`config.mk`:
```
export PLATFORM = sky130hd
export DESIGN_NAME = ppio_top
export DESIGN_NICKNAME = d
export VERILOG_FILES = /design/src/ppio_pkg.sv /design/src/ppio_top.sv /design/src/ppio_strobe_grp.sv /design/src/ppio_bitop.sv
export SDC_FILE = /design/constraint.sdc
export NUM_CORES = 1
export LEC_CHECK = 0
export BUFFER_PORTS_ARGS = -buffer_cell sky130_fd_sc_hd__buf_2
export CORE_ASPECT_RATIO = 1.2
export CORE_MARGIN = 8
export CORE_UTILIZATION = 40
export CTS_CLUSTER_DIAMETER = 80
export DETAILED_ROUTE_END_ITERATION = 8
export HOLD_SLACK_MARGIN = 0.03
export PLACE_DENSITY = 0.67
export SYNTH_ARGS = -nofsm -noshare
export SYNTH_HDL_FRONTEND = slang
export SYNTH_SLANG_ARGS = --single-unit
```
`constraint.sdc`:
```
create_clock -name clk_i -period 3.1 [get_ports clk_i]
set_input_delay 0.62 -clock clk_i [delete_from_list [all_inputs] [get_ports clk_i]]
set_output_delay 0.62 -clock clk_i [all_outputs]
set_load 0.05 [all_outputs]
```
`src/ppio_pkg.sv`:
```
// Package with register offsets, control word fields and modes for the parallel port block.
package ppio_pkg;
  localparam logic [1:0] OFS_FIRST  = 2'h0;
  localparam logic [1:0] OFS_SECOND = 2'h1;
  localparam logic [1:0] OFS_THIRD  = 2'h2;
  localparam logic [1:0] OFS_CTRL   = 2'h3;
  localparam int CW_DEFINE     = 7;
  localparam int CW_FIRST_MHI  = 6;
  localparam int CW_FIRST_MLO  = 5;
  localparam int CW_FIRST_DIR  = 4;
  localparam int CW_THIRD_HDIR = 2;
  localparam int CW_SECOND_MD  = 3;
  localparam int CW_SECOND_DIR = 1;
  localparam int CW_THIRD_LDIR = 0;
  localparam int BSR_SEL_HI    = 3;
  localparam int BSR_SEL_LO    = 1;
  localparam int BSR_VAL       = 0;
  localparam logic [7:0] OUT_RESET = 8'h00;
  // Third-port bit positions used for handshakes.
  localparam int FA_INTR = 3;
  localparam int FA_STBN = 4;
  localparam int FA_IBF  = 5;
  localparam int FA_ACKN = 6;
  localparam int FA_OBFN = 7;
  localparam int SB_INTR = 0;
  localparam int SB_OBFN = 1;
  localparam int SB_STRB = 2;
  localparam int FA_IE_IN  = 4;
  localparam int FA_IE_OUT = 6;
  localparam int SB_IE     = 2;
  typedef enum logic [1:0] {PPIO_BASIC, PPIO_STROBED, PPIO_BIDIR} ppio_mode_t;
endpackage

```
`src/ppio_top.sv`:
```
// Programmable 24-line parallel port with three byte ports and a write-only control word.
`timescale 1ns/1ps
`default_nettype none
module ppio_top (
  input  wire logic       clk_i,
  input  wire logic       resetn_i,
  input  wire logic [1:0] addr_i,
  input  wire logic       cs_i,
  input  wire logic       rd_i,
  input  wire logic       wr_i,
  input  wire logic [7:0] wdata_i,
  output logic      [7:0] rdata_o,
  input  wire logic [7:0] first_i,
  output logic      [7:0] first_o,
  output logic      [7:0] first_oe_o,
  input  wire logic [7:0] second_i,
  output logic      [7:0] second_o,
  output logic      [7:0] second_oe_o,
  input  wire logic [7:0] third_i,
  output logic      [7:0] third_o,
  output logic      [7:0] third_oe_o,
  output logic            first_irq_o,
  output logic            second_irq_o
);
  ppio_pkg::ppio_mode_t first_mode_r;
  ppio_pkg::ppio_mode_t second_mode_r;
  logic       first_in_r, second_in_r, thi_in_r, tlo_in_r;
  logic [7:0] first_out_r, second_out_r, third_out_r;
  logic [7:0] third_bit_nxt;
  logic       wr_first, wr_second, wr_third, wr_ctrl, rd_first, rd_second;
  logic [7:0] fa_latch, sb_latch;
  logic       fa_ibf, fa_obf_n, sb_ibf, sb_obf_n;
  logic       fa_hs, sb_hs, fa_bidir;

  assign wr_first  = cs_i && wr_i && addr_i == ppio_pkg::OFS_FIRST;
  assign wr_second = cs_i && wr_i && addr_i == ppio_pkg::OFS_SECOND;
  assign wr_third  = cs_i && wr_i && addr_i == ppio_pkg::OFS_THIRD;
  assign wr_ctrl   = cs_i && wr_i && addr_i == ppio_pkg::OFS_CTRL;
  assign rd_first  = cs_i && rd_i && addr_i == ppio_pkg::OFS_FIRST;
  assign rd_second = cs_i && rd_i && addr_i == ppio_pkg::OFS_SECOND;
  assign fa_hs    = first_mode_r != ppio_pkg::PPIO_BASIC;
  assign fa_bidir = first_mode_r == ppio_pkg::PPIO_BIDIR;
  assign sb_hs    = second_mode_r != ppio_pkg::PPIO_BASIC;

  // mode definition on bit 7 high
  always_ff @(posedge clk_i or negedge resetn_i) begin
    if (!resetn_i) begin
      first_mode_r  <= ppio_pkg::PPIO_BASIC;
      second_mode_r <= ppio_pkg::PPIO_BASIC;
      first_in_r    <= 1'b1;
      second_in_r   <= 1'b1;
      thi_in_r      <= 1'b1;
      tlo_in_r      <= 1'b1;
    end else if (wr_ctrl && wdata_i[ppio_pkg::CW_DEFINE]) begin
      // mode fields; bit 6 set selects bidirectional
      if (wdata_i[ppio_pkg::CW_FIRST_MHI])
        first_mode_r <= ppio_pkg::PPIO_BIDIR;
      else if (wdata_i[ppio_pkg::CW_FIRST_MLO])
        first_mode_r <= ppio_pkg::PPIO_STROBED;
      else
        first_mode_r <= ppio_pkg::PPIO_BASIC;
      second_mode_r <= wdata_i[ppio_pkg::CW_SECOND_MD] ? ppio_pkg::PPIO_STROBED
                                                       : ppio_pkg::PPIO_BASIC;
      first_in_r  <= wdata_i[ppio_pkg::CW_FIRST_DIR];
      second_in_r <= wdata_i[ppio_pkg::CW_SECOND_DIR];
      thi_in_r    <= wdata_i[ppio_pkg::CW_THIRD_HDIR];
      tlo_in_r    <= wdata_i[ppio_pkg::CW_THIRD_LDIR];
    end
  end

  // output latches hold until rewritten; a mode write clears them
  always_ff @(posedge clk_i or negedge resetn_i) begin
    if (!resetn_i) begin
      first_out_r  <= ppio_pkg::OUT_RESET;
      second_out_r <= ppio_pkg::OUT_RESET;
    end else if (wr_ctrl && wdata_i[ppio_pkg::CW_DEFINE]) begin
      first_out_r  <= ppio_pkg::OUT_RESET;
      second_out_r <= ppio_pkg::OUT_RESET;
    end else begin
      if (wr_first)
        first_out_r <= wdata_i;
      if (wr_second)
        second_out_r <= wdata_i;
    end
  end

  ppio_bitop u_bitop (
    .cw_i  (wdata_i),
    .cur_i (third_out_r),
    .nxt_o (third_bit_nxt)
  );

  // single-bit operation; works on handshake bits too
  always_ff @(posedge clk_i or negedge resetn_i) begin
    if (!resetn_i)
      third_out_r <= ppio_pkg::OUT_RESET;
    else if (wr_ctrl && wdata_i[ppio_pkg::CW_DEFINE])
      third_out_r <= ppio_pkg::OUT_RESET;
    else if (wr_ctrl)
      third_out_r <= third_bit_nxt;
    else if (wr_third)
      third_out_r <= wdata_i;
  end

  // first group, handshakes on the upper third-port lines
  ppio_strobe_grp #(.W(8)) u_grp_first (
    .clk_i        (clk_i),
    .resetn_i     (resetn_i),
    .stb_n_i      (fa_hs ? third_i[ppio_pkg::FA_STBN] : 1'b1),
    .ack_n_i      (fa_hs ? third_i[ppio_pkg::FA_ACKN] : 1'b1),
    .pins_i       (first_i),
    .rd_data_i    (rd_first && fa_hs),
    .wr_data_i    (wr_first && fa_hs),
    .in_latch_o   (fa_latch),
    .in_full_o    (fa_ibf),
    .out_full_n_o (fa_obf_n)
  );

  // second group, handshakes on the lower third-port lines
  ppio_strobe_grp #(.W(8)) u_grp_second (
    .clk_i        (clk_i),
    .resetn_i     (resetn_i),
    .stb_n_i      (sb_hs && second_in_r ? third_i[ppio_pkg::SB_STRB] : 1'b1),
    .ack_n_i      (sb_hs && !second_in_r ? third_i[ppio_pkg::SB_STRB] : 1'b1),
    .pins_i       (second_i),
    .rd_data_i    (rd_second && sb_hs),
    .wr_data_i    (wr_second && sb_hs),
    .in_latch_o   (sb_latch),
    .in_full_o    (sb_ibf),
    .out_full_n_o (sb_obf_n)
  );

  // interrupt requests gated by enable bits held in the third-port latch
  // these requests also drive third-port lines FA_INTR and SB_INTR, which a third-port read returns
  assign first_irq_o = fa_hs &&
    (((fa_bidir || first_in_r) && fa_ibf && third_out_r[ppio_pkg::FA_IE_IN]) ||
     ((fa_bidir || !first_in_r) && fa_obf_n && third_out_r[ppio_pkg::FA_IE_OUT]));
  assign second_irq_o = sb_hs && third_out_r[ppio_pkg::SB_IE] &&
    (second_in_r ? sb_ibf : sb_obf_n);

  // pin drive; four independent direction units
  always_comb begin
    first_o     = first_out_r;
    first_oe_o  = first_in_r ? 8'h00 : 8'hff;
    second_o    = second_out_r;
    second_oe_o = second_in_r ? 8'h00 : 8'hff;
    third_o     = third_out_r;
    third_oe_o  = {{4{!thi_in_r}}, {4{!tlo_in_r}}};
    // bus driven only while the peripheral acknowledges
    if (fa_bidir)
      first_oe_o = third_i[ppio_pkg::FA_ACKN] ? 8'h00 : 8'hff;
    // device drives its status lines, peripheral owns the strobes
    if (fa_hs) begin
      third_o[ppio_pkg::FA_INTR]    = first_irq_o;
      third_oe_o[ppio_pkg::FA_INTR] = 1'b1;
      third_oe_o[ppio_pkg::FA_STBN] = !(fa_bidir || first_in_r);
      third_oe_o[ppio_pkg::FA_ACKN] = !(fa_bidir || !first_in_r);
      if (fa_bidir || first_in_r) begin
        third_o[ppio_pkg::FA_IBF]    = fa_ibf;
        third_oe_o[ppio_pkg::FA_IBF] = 1'b1;
      end
      if (fa_bidir || !first_in_r) begin
        third_o[ppio_pkg::FA_OBFN]    = fa_obf_n;
        third_oe_o[ppio_pkg::FA_OBFN] = 1'b1;
      end
    end
    if (sb_hs) begin
      third_o[ppio_pkg::SB_INTR]    = second_irq_o;
      third_o[ppio_pkg::SB_OBFN]    = second_in_r ? sb_ibf : sb_obf_n;
      third_oe_o[ppio_pkg::SB_INTR] = 1'b1;
      third_oe_o[ppio_pkg::SB_OBFN] = 1'b1;
      third_oe_o[ppio_pkg::SB_STRB] = 1'b0;
    end
  end

  // basic input reads see live pins, basic output reads the output latch; strobed input reads see the input latch
  always_ff @(posedge clk_i or negedge resetn_i) begin
    if (!resetn_i) begin
      rdata_o <= 8'h00;
    end else if (cs_i && rd_i) begin
      unique case (addr_i)
        ppio_pkg::OFS_FIRST:
          rdata_o <= (fa_hs && (fa_bidir || first_in_r)) ? fa_latch
                   : (first_in_r ? first_i : first_out_r);
        ppio_pkg::OFS_SECOND:
          rdata_o <= (sb_hs && second_in_r) ? sb_latch
                   : (second_in_r ? second_i : second_out_r);
        ppio_pkg::OFS_THIRD:
          rdata_o <= (third_i & ~third_oe_o) | (third_o & third_oe_o);
        // The control word is write only.
        ppio_pkg::OFS_CTRL:
          rdata_o <= 8'h00;
      endcase
    end
  end
endmodule
`default_nettype wire

```
`src/ppio_strobe_grp.sv`:
```
// One strobed group: input latch on strobe, output full flag cleared on acknowledge.
`timescale 1ns/1ps
`default_nettype none
module ppio_strobe_grp #(
  parameter int W = 8
) (
  input  wire logic         clk_i,
  input  wire logic         resetn_i,
  input  wire logic         stb_n_i,
  input  wire logic         ack_n_i,
  input  wire logic [W-1:0] pins_i,
  input  wire logic         rd_data_i,
  input  wire logic         wr_data_i,
  output logic [W-1:0]      in_latch_o,
  output logic              in_full_o,
  output logic              out_full_n_o
);
  logic stb_q_r;
  logic ack_q_r;
  always_ff @(posedge clk_i or negedge resetn_i) begin
    if (!resetn_i) begin
      stb_q_r <= 1'b1;
      ack_q_r <= 1'b1;
    end else begin
      stb_q_r <= stb_n_i;
      ack_q_r <= ack_n_i;
    end
  end
  // Input side: latch on strobe fall; a strobe wins over a concurrent read.
  always_ff @(posedge clk_i or negedge resetn_i) begin
    if (!resetn_i) begin
      in_latch_o <= '0;
      in_full_o  <= 1'b0;
    end else if (!stb_n_i && stb_q_r) begin
      in_latch_o <= pins_i;
      in_full_o  <= 1'b1;
    end else if (rd_data_i) begin
      in_full_o  <= 1'b0;
    end
  end
  // Output side: a write marks the buffer full; an acknowledge empties it.
  always_ff @(posedge clk_i or negedge resetn_i) begin
    if (!resetn_i) begin
      out_full_n_o <= 1'b1;
    end else if (wr_data_i) begin
      out_full_n_o <= 1'b0;
    end else if (!ack_n_i && ack_q_r) begin
      out_full_n_o <= 1'b1;
    end
  end
endmodule
`default_nettype wire

```
`src/ppio_bitop.sv`:
```
// Decoder for the single-bit set or clear of the third port.
`timescale 1ns/1ps
`default_nettype none
module ppio_bitop (
  input  wire logic [7:0] cw_i,
  input  wire logic [7:0] cur_i,
  output logic [7:0]      nxt_o
);
  logic [2:0] sel;
  assign sel = cw_i[ppio_pkg::BSR_SEL_HI:ppio_pkg::BSR_SEL_LO];
  genvar g;
  generate
    for (g = 0; g < 8; g++) begin : g_bit
      assign nxt_o[g] = (sel == 3'(g)) ? cw_i[ppio_pkg::BSR_VAL] : cur_i[g];
    end
  endgenerate
endmodule
`default_nettype wire

```
==> impl_metrics.py, run 1 <==
metrics = {
    "timing": {
        "slew_headroom_pct": 57.2,
        "hold_violations": 0,
        "slew_violations": 0,
        "worstMarginPinSlew_ns": 0.641,
        "rsz0062_at_grt": "false",
        "max_freq_mhz": 361,
        "period_needed_ns": 2.77,
        "finalSetupViolCount": 0,
        "holdWs_ns": 0.291,
        "period_share_pct": 89.2,
        "fin_tns_setup_ns": 0,
        "skew_ns": 0.00688,
    },
    "global_routing": {
        "grt_overflow": 0,
        "grt_max_degree": 38,
        "antenna_found_initial": 0,
        "grt_pass1_vias": 3361,
        "grt_pass1_wl_microns": 17400,
        "track_usage_pct": 17.0,
    },
    "pwr": {
        "power.leakage_nw": 2.03,
        "p_total_mw": 4.05,
        "peakVddDrop_mv": 0.377,
        "powerDensity_mw_per_mm2": 905,
    },
    "clock_tree": {
        "cts.sinks": 63,
        "cts_buffers": 9,
        "htreeDepth": 3,
        "worst_setup_hold_path_clk_slew_ns": 0.06,
        "cts_setup_buffers": 0,
        "clkLatencyLatePin_ns": 0.32,
        "ctsHoldBuffers": 0,
        "clockBufferDepth": 2,
        "cts_tree": "built",
        "post_cts_resized": 0,
        "cts_root_buf": "clkbuf_16",
    },
    "logic_synthesis": {
        "synth.area.mux_share_pct": 13.9,
        "synth_top_cell_area_share_pct": 35.2,
        "ys_types": 55,
        "yosys.area.top_type": "dfrtp_1",
        "ys.flop_type": "dfrtp_1",
        "synth-edff-count": 0,
        "async_flop_share_pct": 100,
        "synth-adder-area-share_pct": 0,
        "synthTopCellsByArea": "dfrtp_1 35%, dfstp_2 7.0%, mux2_2 6.9%",
        "ys_ff_latch": 63,
        "yosys.area_share.simple_pct": 18.1,
        "syn-cell-area_sq_mm": 0.00377,
        "syn_nets": 440,
        "synth_top_family_by_area": "simple AND/OR/NAND/NOR gates",
        "synthXorXnorAreaFrac_pct": 0,
        "synth_warnings": 0,
        "avgSynthCellArea_sq_um": 9.39,
        "synth_compound_area_share_pct": 16.5,
        "syn_inst": 401,
        "seq_area_frac_synth_pct": 42.2,
    },
    "detailed_routing": {
        "drt-wirelength-per-cell_microns": 17.8,
        "drt-total-wl_microns": 10600,
        "drc": 0,
        "via_per_inst": 5.40,
        "drtAntennaViolNets": 0,
        "drt_iter0_markers": 247,
        "route.vias.total": 3231,
        "first_pass_iters": 4,
    },
    "setup_path": {
        "crit_arrival_ns": 2.15,
        "cp_num_buf_inv": 1,
        "cp-start-kind": "flip-flop",
        "critPathMaxStageDelay_ns": 0.75,
        "path_max_fanout": 20,
        "path_cells": "mux2i_2 > mux2_2 > buf_2",
        "critical_path.slowest_cell": "dfrtp_1",
        "crit_family": "multiplexers",
        "worst-endpoint-required_ns": 2.48,
        "end_kind": "output pin",
        "worstSetupPathType": "flip-flop to output pin",
    },
    "cells_and_area": {
        "syn_to_final_growth_pct": 18.7,
        "diodes": 0,
        "layout.nets": 509,
        "stdcell_count": 598,
        "final_layout_size_suffix_gt1_share_pct": 34.5,
    },
    "floorplanning": {
        "initial_core_util_pct": 40.4,
        "core_area_sq_mm": 0.00932,
        "die_y_microns": 122,
        "die_w_microns": 105,
        "dieArea_sq_mm": 0.0128,
        "rows": 39,
        "ioPinCount": 97,
    },
    "place": {
        "port_buffers": 96,
        "globalplace.congestion": 0.869,
        "dp_hpwl_microns": 8080,
        "dp.cells": 582,
    },
    "run": {
        "cap_violations": 0,
    },
    "hold_path": {
        "hp-class": "primary input to asynchronous set/reset pin",
    },
    "outcome": {
        "outcome": "complete, no violations",
    },
}
==> final cells by class <==
cell class,instances,area (sq um)
inverter,13,48.8
clock inverter,3,90.1
tap,123,154
multi-input combinational,283,1830
clock buffer,13,250
sequential,63,1590
fill,893,4850
timing repair buffer,100,510
==> sequential cells by signal, summed over array words and instances, names as in the netlist, 2 cells and up <==
name,cells
third_out_r,8
rdata_o,8
u_grp_first.in_latch_o,8
second_o,8
first_mode_r,2
first_o,8
u_grp_second.in_latch_o,8
==> kinds of logic (layout without fill, tap and decap cells) <==
group                  count (synthesis)  count (layout)
AOI/OAI and AO/OA                     97              97
buffers and inverters                 55             129
DFF                                   63              63
muxes                                 47              47
and+or+nand+nor                      139             139
==> layer usage <==
metal,part of all wire [%],up-vias,track usage [%]
met5,0,-,0
met4,1.8,0,7.60
met3,6.8,12,4.10
met2,51,99,29.8
met1,40,1581,19.4
li1,-,1539,-
==> where the power goes <==
| part | switching, mW | total, mW | internal (mW) |
|---|---|---|---|
| clock network | 0.343 | 1.15 | 0.808 |
| logic | 1.12 | 1.61 | 0.490 |
| registers | 0.222 | 1.29 | 1.07 |
==> through the flow <==
stage               util (%)  setup slack, ns  cell area [sq um]
global route            48.0            0.213               4470
finish                  48.0            0.334               4470
floorplan                  -            0.185               3770
global placement        44.3            0.717               4130
CTS                     48.0            0.327               4470
detailed placement      44.3            0.668               4130
==> synth_stat cells, types with 2 or more instances <==
cell      number
a21o_1         2
and2_1         2
a211oi_1       5
mux2_4         4
mux2i_1       19
nor2b_1        2
clkbuf_1       7
dfrtp_1       53
a311oi_1       5
or3b_2         2
o31ai_1        3
dfstp_2       10
o21ai_0       13
buf_8          2
nand3_1        7
o21bai_1       2
mux2_2        23
or2_2          2
a221oi_1       4
o21ai_1        2
buf_2          7
o22ai_1        3
and3_1         2
o211ai_1       2
nor3b_1        7
a31oi_1       15
buf_4         20
nor2_1        26
nand2_1       61
or2_1          4
buf_6          5
nand2b_1      10
a21oi_1       32
nand3b_1       5
inv_1         13
==> final timing paths <==
kind / start / endpoint / slack, ns / depth (start not counted)
setup / recovery: first_mode_r[0] / third_o[5] / 0.33 / 3
hold / removal: resetn_i / rdata_o[7] / 0.29 / 2
setup reg to reg: first_mode_r[0] / rdata_o[7] / 1.19 / 4
hold reg to reg: rdata_o[0] / rdata_o[0] / 0.48 / 2
max in group asynchronous: resetn_i / u_grp_second.ack_q_r / 2.37 / 2
min in group clk_i: rdata_o[0] / rdata_o[0] / 0.48 / 2
==> cell usage in the layout (no fill, tap or decap), drive strengths merged, types with 8 or more instances in the layout <==
cell type  Yosys  layout
a21oi         32      32
a31oi         15      15
buf           35     100
clkbuf         7      13
dfrtp         53      53
dfstp         10      10
inv           13      13
mux2          27      27
mux2i         20      20
nand2         62      62
nand2b        10      10
nand3          8       8
nor2          27      27
o21ai         16      16
No activity file was read; power rests on OpenSTA's default activity.
==> run 2: changes to the inputs <==
Settings changed: MAX_ROUTING_LAYER from default to met4.
Clock period 3.1 ns to 3 ns, I/O delays scaled along.
==> run 2 against run 1 <==
Against the previous run:
- clock skew rose by 0.0032 ns
- register-to-register slack got worse by 0.18 ns
- die area did not move
- design area fell by 0.78%
- global-route usage rose by 0.33 points
- first-iteration DRC count fell by 17%
- clock power fell by 8%
- utilization fell by 0.38 points
- worst hold slack got worse by 0.058 ns
- sequential cell count did not move
- combinational power rose by 3%
- via count fell by 0.28%
==> impl_metrics.py, run 2 (synthesis gave the netlist of run 1 again) <==
metrics = {
    "timing": {
        "hold_violations": 0,
        "fin_tns_setup_ns": 0,
        "holdWs_ns": 0.233,
        "rsz0062_at_grt": "false",
        "slew_violations": 0,
        "worstMarginPinSlew_ns": 0.659,
        "period_share_pct": 92.3,
        "max_freq_mhz": 361,
        "slew_headroom_pct": 56.1,
        "skew_ns": 0.0101,
        "finalSetupViolCount": 0,
        "period_needed_ns": 2.77,
    },
    "cells_and_area": {
        "final_area_sq_mm": 0.00443,
        "syn_to_final_growth_pct": 17.7,
        "layout.nets": 509,
        "mostFrequentLayoutCell": "buf_2",
        "final_core_util_pct": 47.6,
        "final_layout_size_suffix_gt1_share_pct": 35.2,
        "final_cell_mix": "96 x buf_2, 61 x nand2_1, 53 x dfrtp_1",
        "diodes": 0,
    },
    "detailed_routing": {
        "via_per_inst": 5.39,
        "route.vias.total": 3222,
        "drt_iter0_markers": 204,
        "drtAntennaViolNets": 0,
        "drc": 0,
        "drt-wirelength-per-cell_microns": 18.0,
        "drt-total-wl_microns": 10800,
        "first_pass_iters": 4,
    },
    "setup_path": {
        "worstSetupPathType": "flip-flop to output pin",
        "end_kind": "output pin",
        "r2r-end": "rdata_o[7]",
        "ff2ff_path_depth": 4,
        "path_max_fanout": 20,
        "r2r_slack_ns": 1.01,
        "cp-startpoint": "first_mode_r[0]",
        "regToRegStartpoint": "first_mode_r[0]",
        "cp-start-kind": "flip-flop",
        "setup.worst_path.end": "third_o[5]",
        "crit_arrival_ns": 2.17,
        "worst-endpoint-required_ns": 2.40,
    },
    "global_routing": {
        "grt_pass1_vias": 3139,
        "grt_pass1_wl_microns": 17000,
        "grt_max_degree": 26,
        "antenna_found_initial": 0,
        "track_usage_pct": 17.3,
        "grt_overflow": 0,
    },
    "floorplanning": {
        "rows": 39,
        "ioPinCount": 97,
        "dieArea_sq_mm": 0.0128,
        "core_area_sq_mm": 0.00932,
        "die_y_microns": 122,
        "die_w_microns": 105,
        "initial_core_util_pct": 40.4,
    },
    "clock_tree": {
        "ctsHoldBuffers": 0,
        "cts_tree": "built",
        "post_cts_resized": 0,
        "cts_buffers": 9,
        "htreeDepth": 3,
        "worst_setup_hold_path_clk_slew_ns": 0.06,
        "clockBufferDepth": 2,
        "clkLatencyLatePin_ns": 0.33,
        "cts.sinks": 63,
        "cts_setup_buffers": 0,
        "cts_root_buf": "clkbuf_16",
    },
    "run": {
        "cap_violations": 0,
    },
    "pwr": {
        "power.leakage_nw": 2.01,
        "peakVddDrop_mv": 0.360,
        "powerDensity_mw_per_mm2": 914,
    },
    "hold_path": {
        "hp-class": "primary input to asynchronous set/reset pin",
    },
    "place": {
        "dpl_cell_area_sq_mm": 0.00413,
        "globalplace.congestion": 0.893,
        "port_buffers": 96,
        "dp_hpwl_microns": 8170,
    },
    "outcome": {
        "outcome": "complete, no violations",
    },
}
==> run 2: how the worst min path moves through the flow <==
stage,startpoint,end,slack (ns),cells past startpoint
2_1_floorplan,resetn_i,first_mode_r[0],0.30,0
3_3_place_gp,rdata_o[0],rdata_o[0],0.46,2
3_5_place_dp,rdata_o[0],rdata_o[0],0.47,2
4_1_cts,resetn_i,rdata_o[0],0.24,1
5_1_grt,resetn_i,rdata_o[5],0.26,1
6_report,resetn_i,third_out_r[6],0.23,1
==> run 2: metal layers <==
layer,GRT usage [%],routed length (microns),up-vias,part of all wire (%)
met5,-,0,-,0
met4,7.15,226,0,2.1
met3,4.36,700,12,6.5
met2,28.1,5400,105,50
met1,20.2,4460,1566,41
li1,-,-,1539,-
==> run 2: critical path, cell delays in order (launching register included) <==
cell,delay (ns)
dfrtp_1,0.76
mux2i_2,0.49
mux2_2,0.38
buf_2,0.21
==> run 2: stage by stage <==
step | std cells | setup slack [ns] | power (mW)
finish | 598 | 0.232 | 4.05
global route | 598 | 0.115 | 4.26
CTS | 598 | 0.234 | 4.08
detailed placement | 582 | 0.585 | 3.01
global placement | 582 | 0.628 | 2.97
floorplan | 401 | 0.105 | 2.70
==> run 2: cell type report <==
type                            instances  area, sq um
Clock buffer                            9          225
Sequential cell                        63         1590
Inverter                               13         48.8
Timing Repair Buffer                  100          510
Multi-Input combinational cell        283         1830
Tap cell                              123          154
Clock inverter                          7         80.1
Fill cell                             901         4890
==> run 2: power breakdown <==
group / internal [mW] / total, mW / switching (mW)
sequential: 1.10 / 1.33 / 0.228
clock: 0.651 / 1.06 / 0.414
combinational: 0.506 / 1.66 / 1.15
==> run 3: changes to the inputs <==
Settings changed: GPL_ROUTABILITY_DRIVEN from default to 1, SYNTH_HIERARCHICAL from default to 1.
==> run 3 against run 2 <==
Against the previous run:
- non-clock buffer count is 1 higher
- total power is 2.9% lower
- sequential share of layout area hardly changed
- fmax hardly changed
- die area is 0.17% higher
- via count is 3.1% lower
- area after synthesis is 0.20% higher
- critical endpoint is now third_o[7]
- largest cell class unchanged
- largest power group unchanged
==> impl_metrics.py, run 3 <==
metrics = {
    "timing": {
        "worstMarginPinSlew_ns": 0.809,
        "fin_tns_setup_ns": 0,
        "finalSetupViolCount": 0,
        "period_share_pct": 92.2,
        "skew_ns": 0.00809,
        "slew_violations": 0,
        "max_freq_mhz": 361,
        "period_needed_ns": 2.77,
        "hold_violations": 0,
        "slew_headroom_pct": 46.0,
        "rsz0062_at_grt": "false",
    },
    "logic_synthesis": {
        "yosysMostFrequentCell": "nand2_1",
        "syn_inst": 381,
        "ys.flop_type": "dfrtp_1",
        "seq_area_frac_synth_pct": 42.1,
        "synth_commonest_cells": "58 x nand2_1, 53 x dfrtp_1, 22 x buf_4",
        "ys_ff_latch": 63,
        "ys_types": 62,
        "synth-edff-count": 0,
        "yosys.area.top_type": "dfrtp_1",
        "avgSynthCellArea_sq_um": 9.90,
        "synth_warnings": 6,
        "syn-cell-area_sq_mm": 0.00377,
        "synthTopCellsByArea": "dfrtp_1 35%, dfstp_2 7.0%, mux2_4 6.4%",
        "synth_top_cell_area_share_pct": 35.1,
        "async_flop_share_pct": 100,
        "syn_nets": 420,
    },
    "setup_path": {
        "path_max_fanout": 18,
        "cp_num_buf_inv": 1,
        "critical_path.slowest_cell": "dfrtp_1",
        "cp-start-kind": "flip-flop",
        "crit_arrival_ns": 2.17,
        "end_kind": "output pin",
        "cp.depth": 4,
        "path_cells": "nand2b_1 > and2_1 > mux2_1 > buf_2",
        "worst-endpoint-required_ns": 2.40,
        "crit_family": "flip-flops",
        "worstSetupPathType": "flip-flop to output pin",
        "ff2ff_path_depth": 4,
        "critPathMaxStageDelay_ns": 0.71,
    },
    "detailed_routing": {
        "drt-wirelength-per-cell_microns": 19.4,
        "drt-total-wl_microns": 11300,
        "first_pass_iters": 5,
        "drc": 0,
        "drt_iter0_markers": 184,
        "drtAntennaViolNets": 0,
        "via_per_inst": 5.36,
        "route.vias.total": 3122,
    },
    "global_routing": {
        "track_usage_pct": 18.2,
        "grt_pass1_wl_microns": 17800,
        "grt_overflow": 0,
        "grt_max_degree": 64,
        "grt_pass1_vias": 3241,
        "antenna_found_initial": 0,
    },
    "place": {
        "globalplace.congestion": 0.882,
        "dp_hpwl_microns": 8510,
        "dpl_cell_area_sq_mm": 0.00418,
        "port_buffers": 96,
    },
    "floorplanning": {
        "die_y_microns": 122,
        "initial_core_util_pct": 40.3,
        "core_area_sq_mm": 0.00937,
        "rows": 39,
        "ioPinCount": 97,
        "die_w_microns": 105,
        "dieArea_sq_mm": 0.0128,
    },
    "pwr": {
        "peakVddDrop_mv": 0.334,
        "p_int_mw": 2.21,
        "p_switching_mw": 1.72,
        "switching_share_pct": 43.8,
        "combPwrFrac_pct": 42.2,
        "seqPwrFrac_pct": 34.5,
        "power.leakage_nw": 2.03,
        "powerDensity_mw_per_mm2": 887,
        "clkPwrFrac_pct": 23.3,
    },
    "cells_and_area": {
        "final_layout_size_suffix_gt1_share_pct": 37.7,
        "final_area_sq_mm": 0.00444,
        "multiInputGateArea_sq_mm": 0.00189,
        "syn_to_final_growth_pct": 17.5,
        "final_core_util_pct": 47.3,
        "fill_cells": 942,
        "mostFrequentLayoutCell": "buf_2",
        "ff_latch_area_sq_mm": 0.00159,
        "diodes": 0,
        "layout.nets": 493,
        "final_cell_mix": "96 x buf_2, 58 x nand2_1, 53 x dfrtp_1",
    },
    "clock_tree": {
        "cts_buffers": 9,
        "clkLatencyLatePin_ns": 0.33,
        "cts_tree": "built",
        "cts_setup_buffers": 0,
        "htreeDepth": 3,
        "cts_root_buf": "clkbuf_16",
        "clockBufferDepth": 2,
        "post_cts_resized": 0,
        "worst_setup_hold_path_clk_slew_ns": 0.05,
        "cts.sinks": 63,
        "ctsHoldBuffers": 0,
    },
    "run": {
        "cap_violations": 0,
    },
    "outcome": {
        "outcome": "complete, no violations",
    },
    "hold_path": {
        "hp-class": "primary input to asynchronous set/reset pin",
    },
}
==> run 3: cell count changes after synthesis, moves of 5 or more <==
| cell | before | now |
|---|---|---|
| a31oi_1 | 15 | 4 |
| nor2_1 | 26 | 16 |
| o21ai_0 | 13 | 20 |
| nor2b_1 | 2 | 8 |
| mux2_4 | 4 | 16 |
| a22oi_1 | 1 | 6 |
| mux2_2 | 23 | 18 |
| inv_1 | 13 | 6 |
| mux2i_1 | 19 | 14 |
| a21oi_1 | 32 | 20 |
==> run 3: cell families after synthesis <==
family / Yosys count / share of synthesized area (%)
simple gates: 133 / 18.3
compound gates: 89 / 15.4
flops: 63 / 42.1
mux: 50 / 16.3
buf+inv: 46 / 7.82
==> run 3: layout make-up <==
class	instances	share of cell area, %
Clock inverter	4	0.508
Multi-Input combinational cell	272	42.6
Inverter	7	0.592
Sequential cell	63	35.8
Timing Repair Buffer	101	11.7
Tap cell	123	3.47
Clock buffer	12	5.33
==> run 3: metal layers <==
layer / part of all wire [%] / GRT usage, % / wire (microns)
met1: 44 / 22.1 / 4990
met2: 50 / 29.7 / 5630
met3: 3.3 / 3.05 / 372
met4: 2.5 / 7.42 / 278
met5: 0 / - / 0
==> run 3: final timing paths <==
kind	start	slack [ns]	endpoint
worst max-delay path	first_mode_r[0]	0.23	third_o[7]
worst min-delay path	resetn_i	0.43	second_o[1]
worst max register to register	first_mode_r[0]	1.08	u_grp_first/in_latch_o[3]
worst min register to register	u_grp_second/out_full_n_o	0.46	u_grp_second/out_full_n_o
max in group asynchronous	resetn_i	2.02	first_o[1]
min in group clk_i	u_grp_second/out_full_n_o	0.46	u_grp_second/out_full_n_o
==> run 3: worst register-to-register path, stage by stage, from the launching register on <==
cell      delay, ns
dfrtp_1        0.71
or2_2          0.27
nand2b_1       0.12
nor2b_4        0.36
mux2_4         0.35
==> run 3: power groups by stage <==
stage	clock, mW	combinational, mW	sequential [mW]
6_report	0.918	1.66	1.36
5_1_grt	0.969	1.76	1.39
4_1_cts	0.930	1.67	1.35
3_5_place_dp	0	1.67	1.36
3_3_place_gp	0	1.65	1.36
2_1_floorplan	0	1.26	1.43
==> run 3: metrics by stage <==
stage / worst slack (ns) / power [mW] / hold slack, ns / cells
2_1_floorplan: 0.0721 / 2.69 / 0.304 / 381
3_3_place_gp: 0.626 / 3.01 / 0.452 / 566
3_5_place_dp: 0.602 / 3.03 / 0.449 / 566
4_1_cts: 0.235 / 3.96 / 0.458 / 582
5_1_grt: 0.119 / 4.12 / 0.484 / 582
6_report: 0.233 / 3.93 / 0.426 / 582
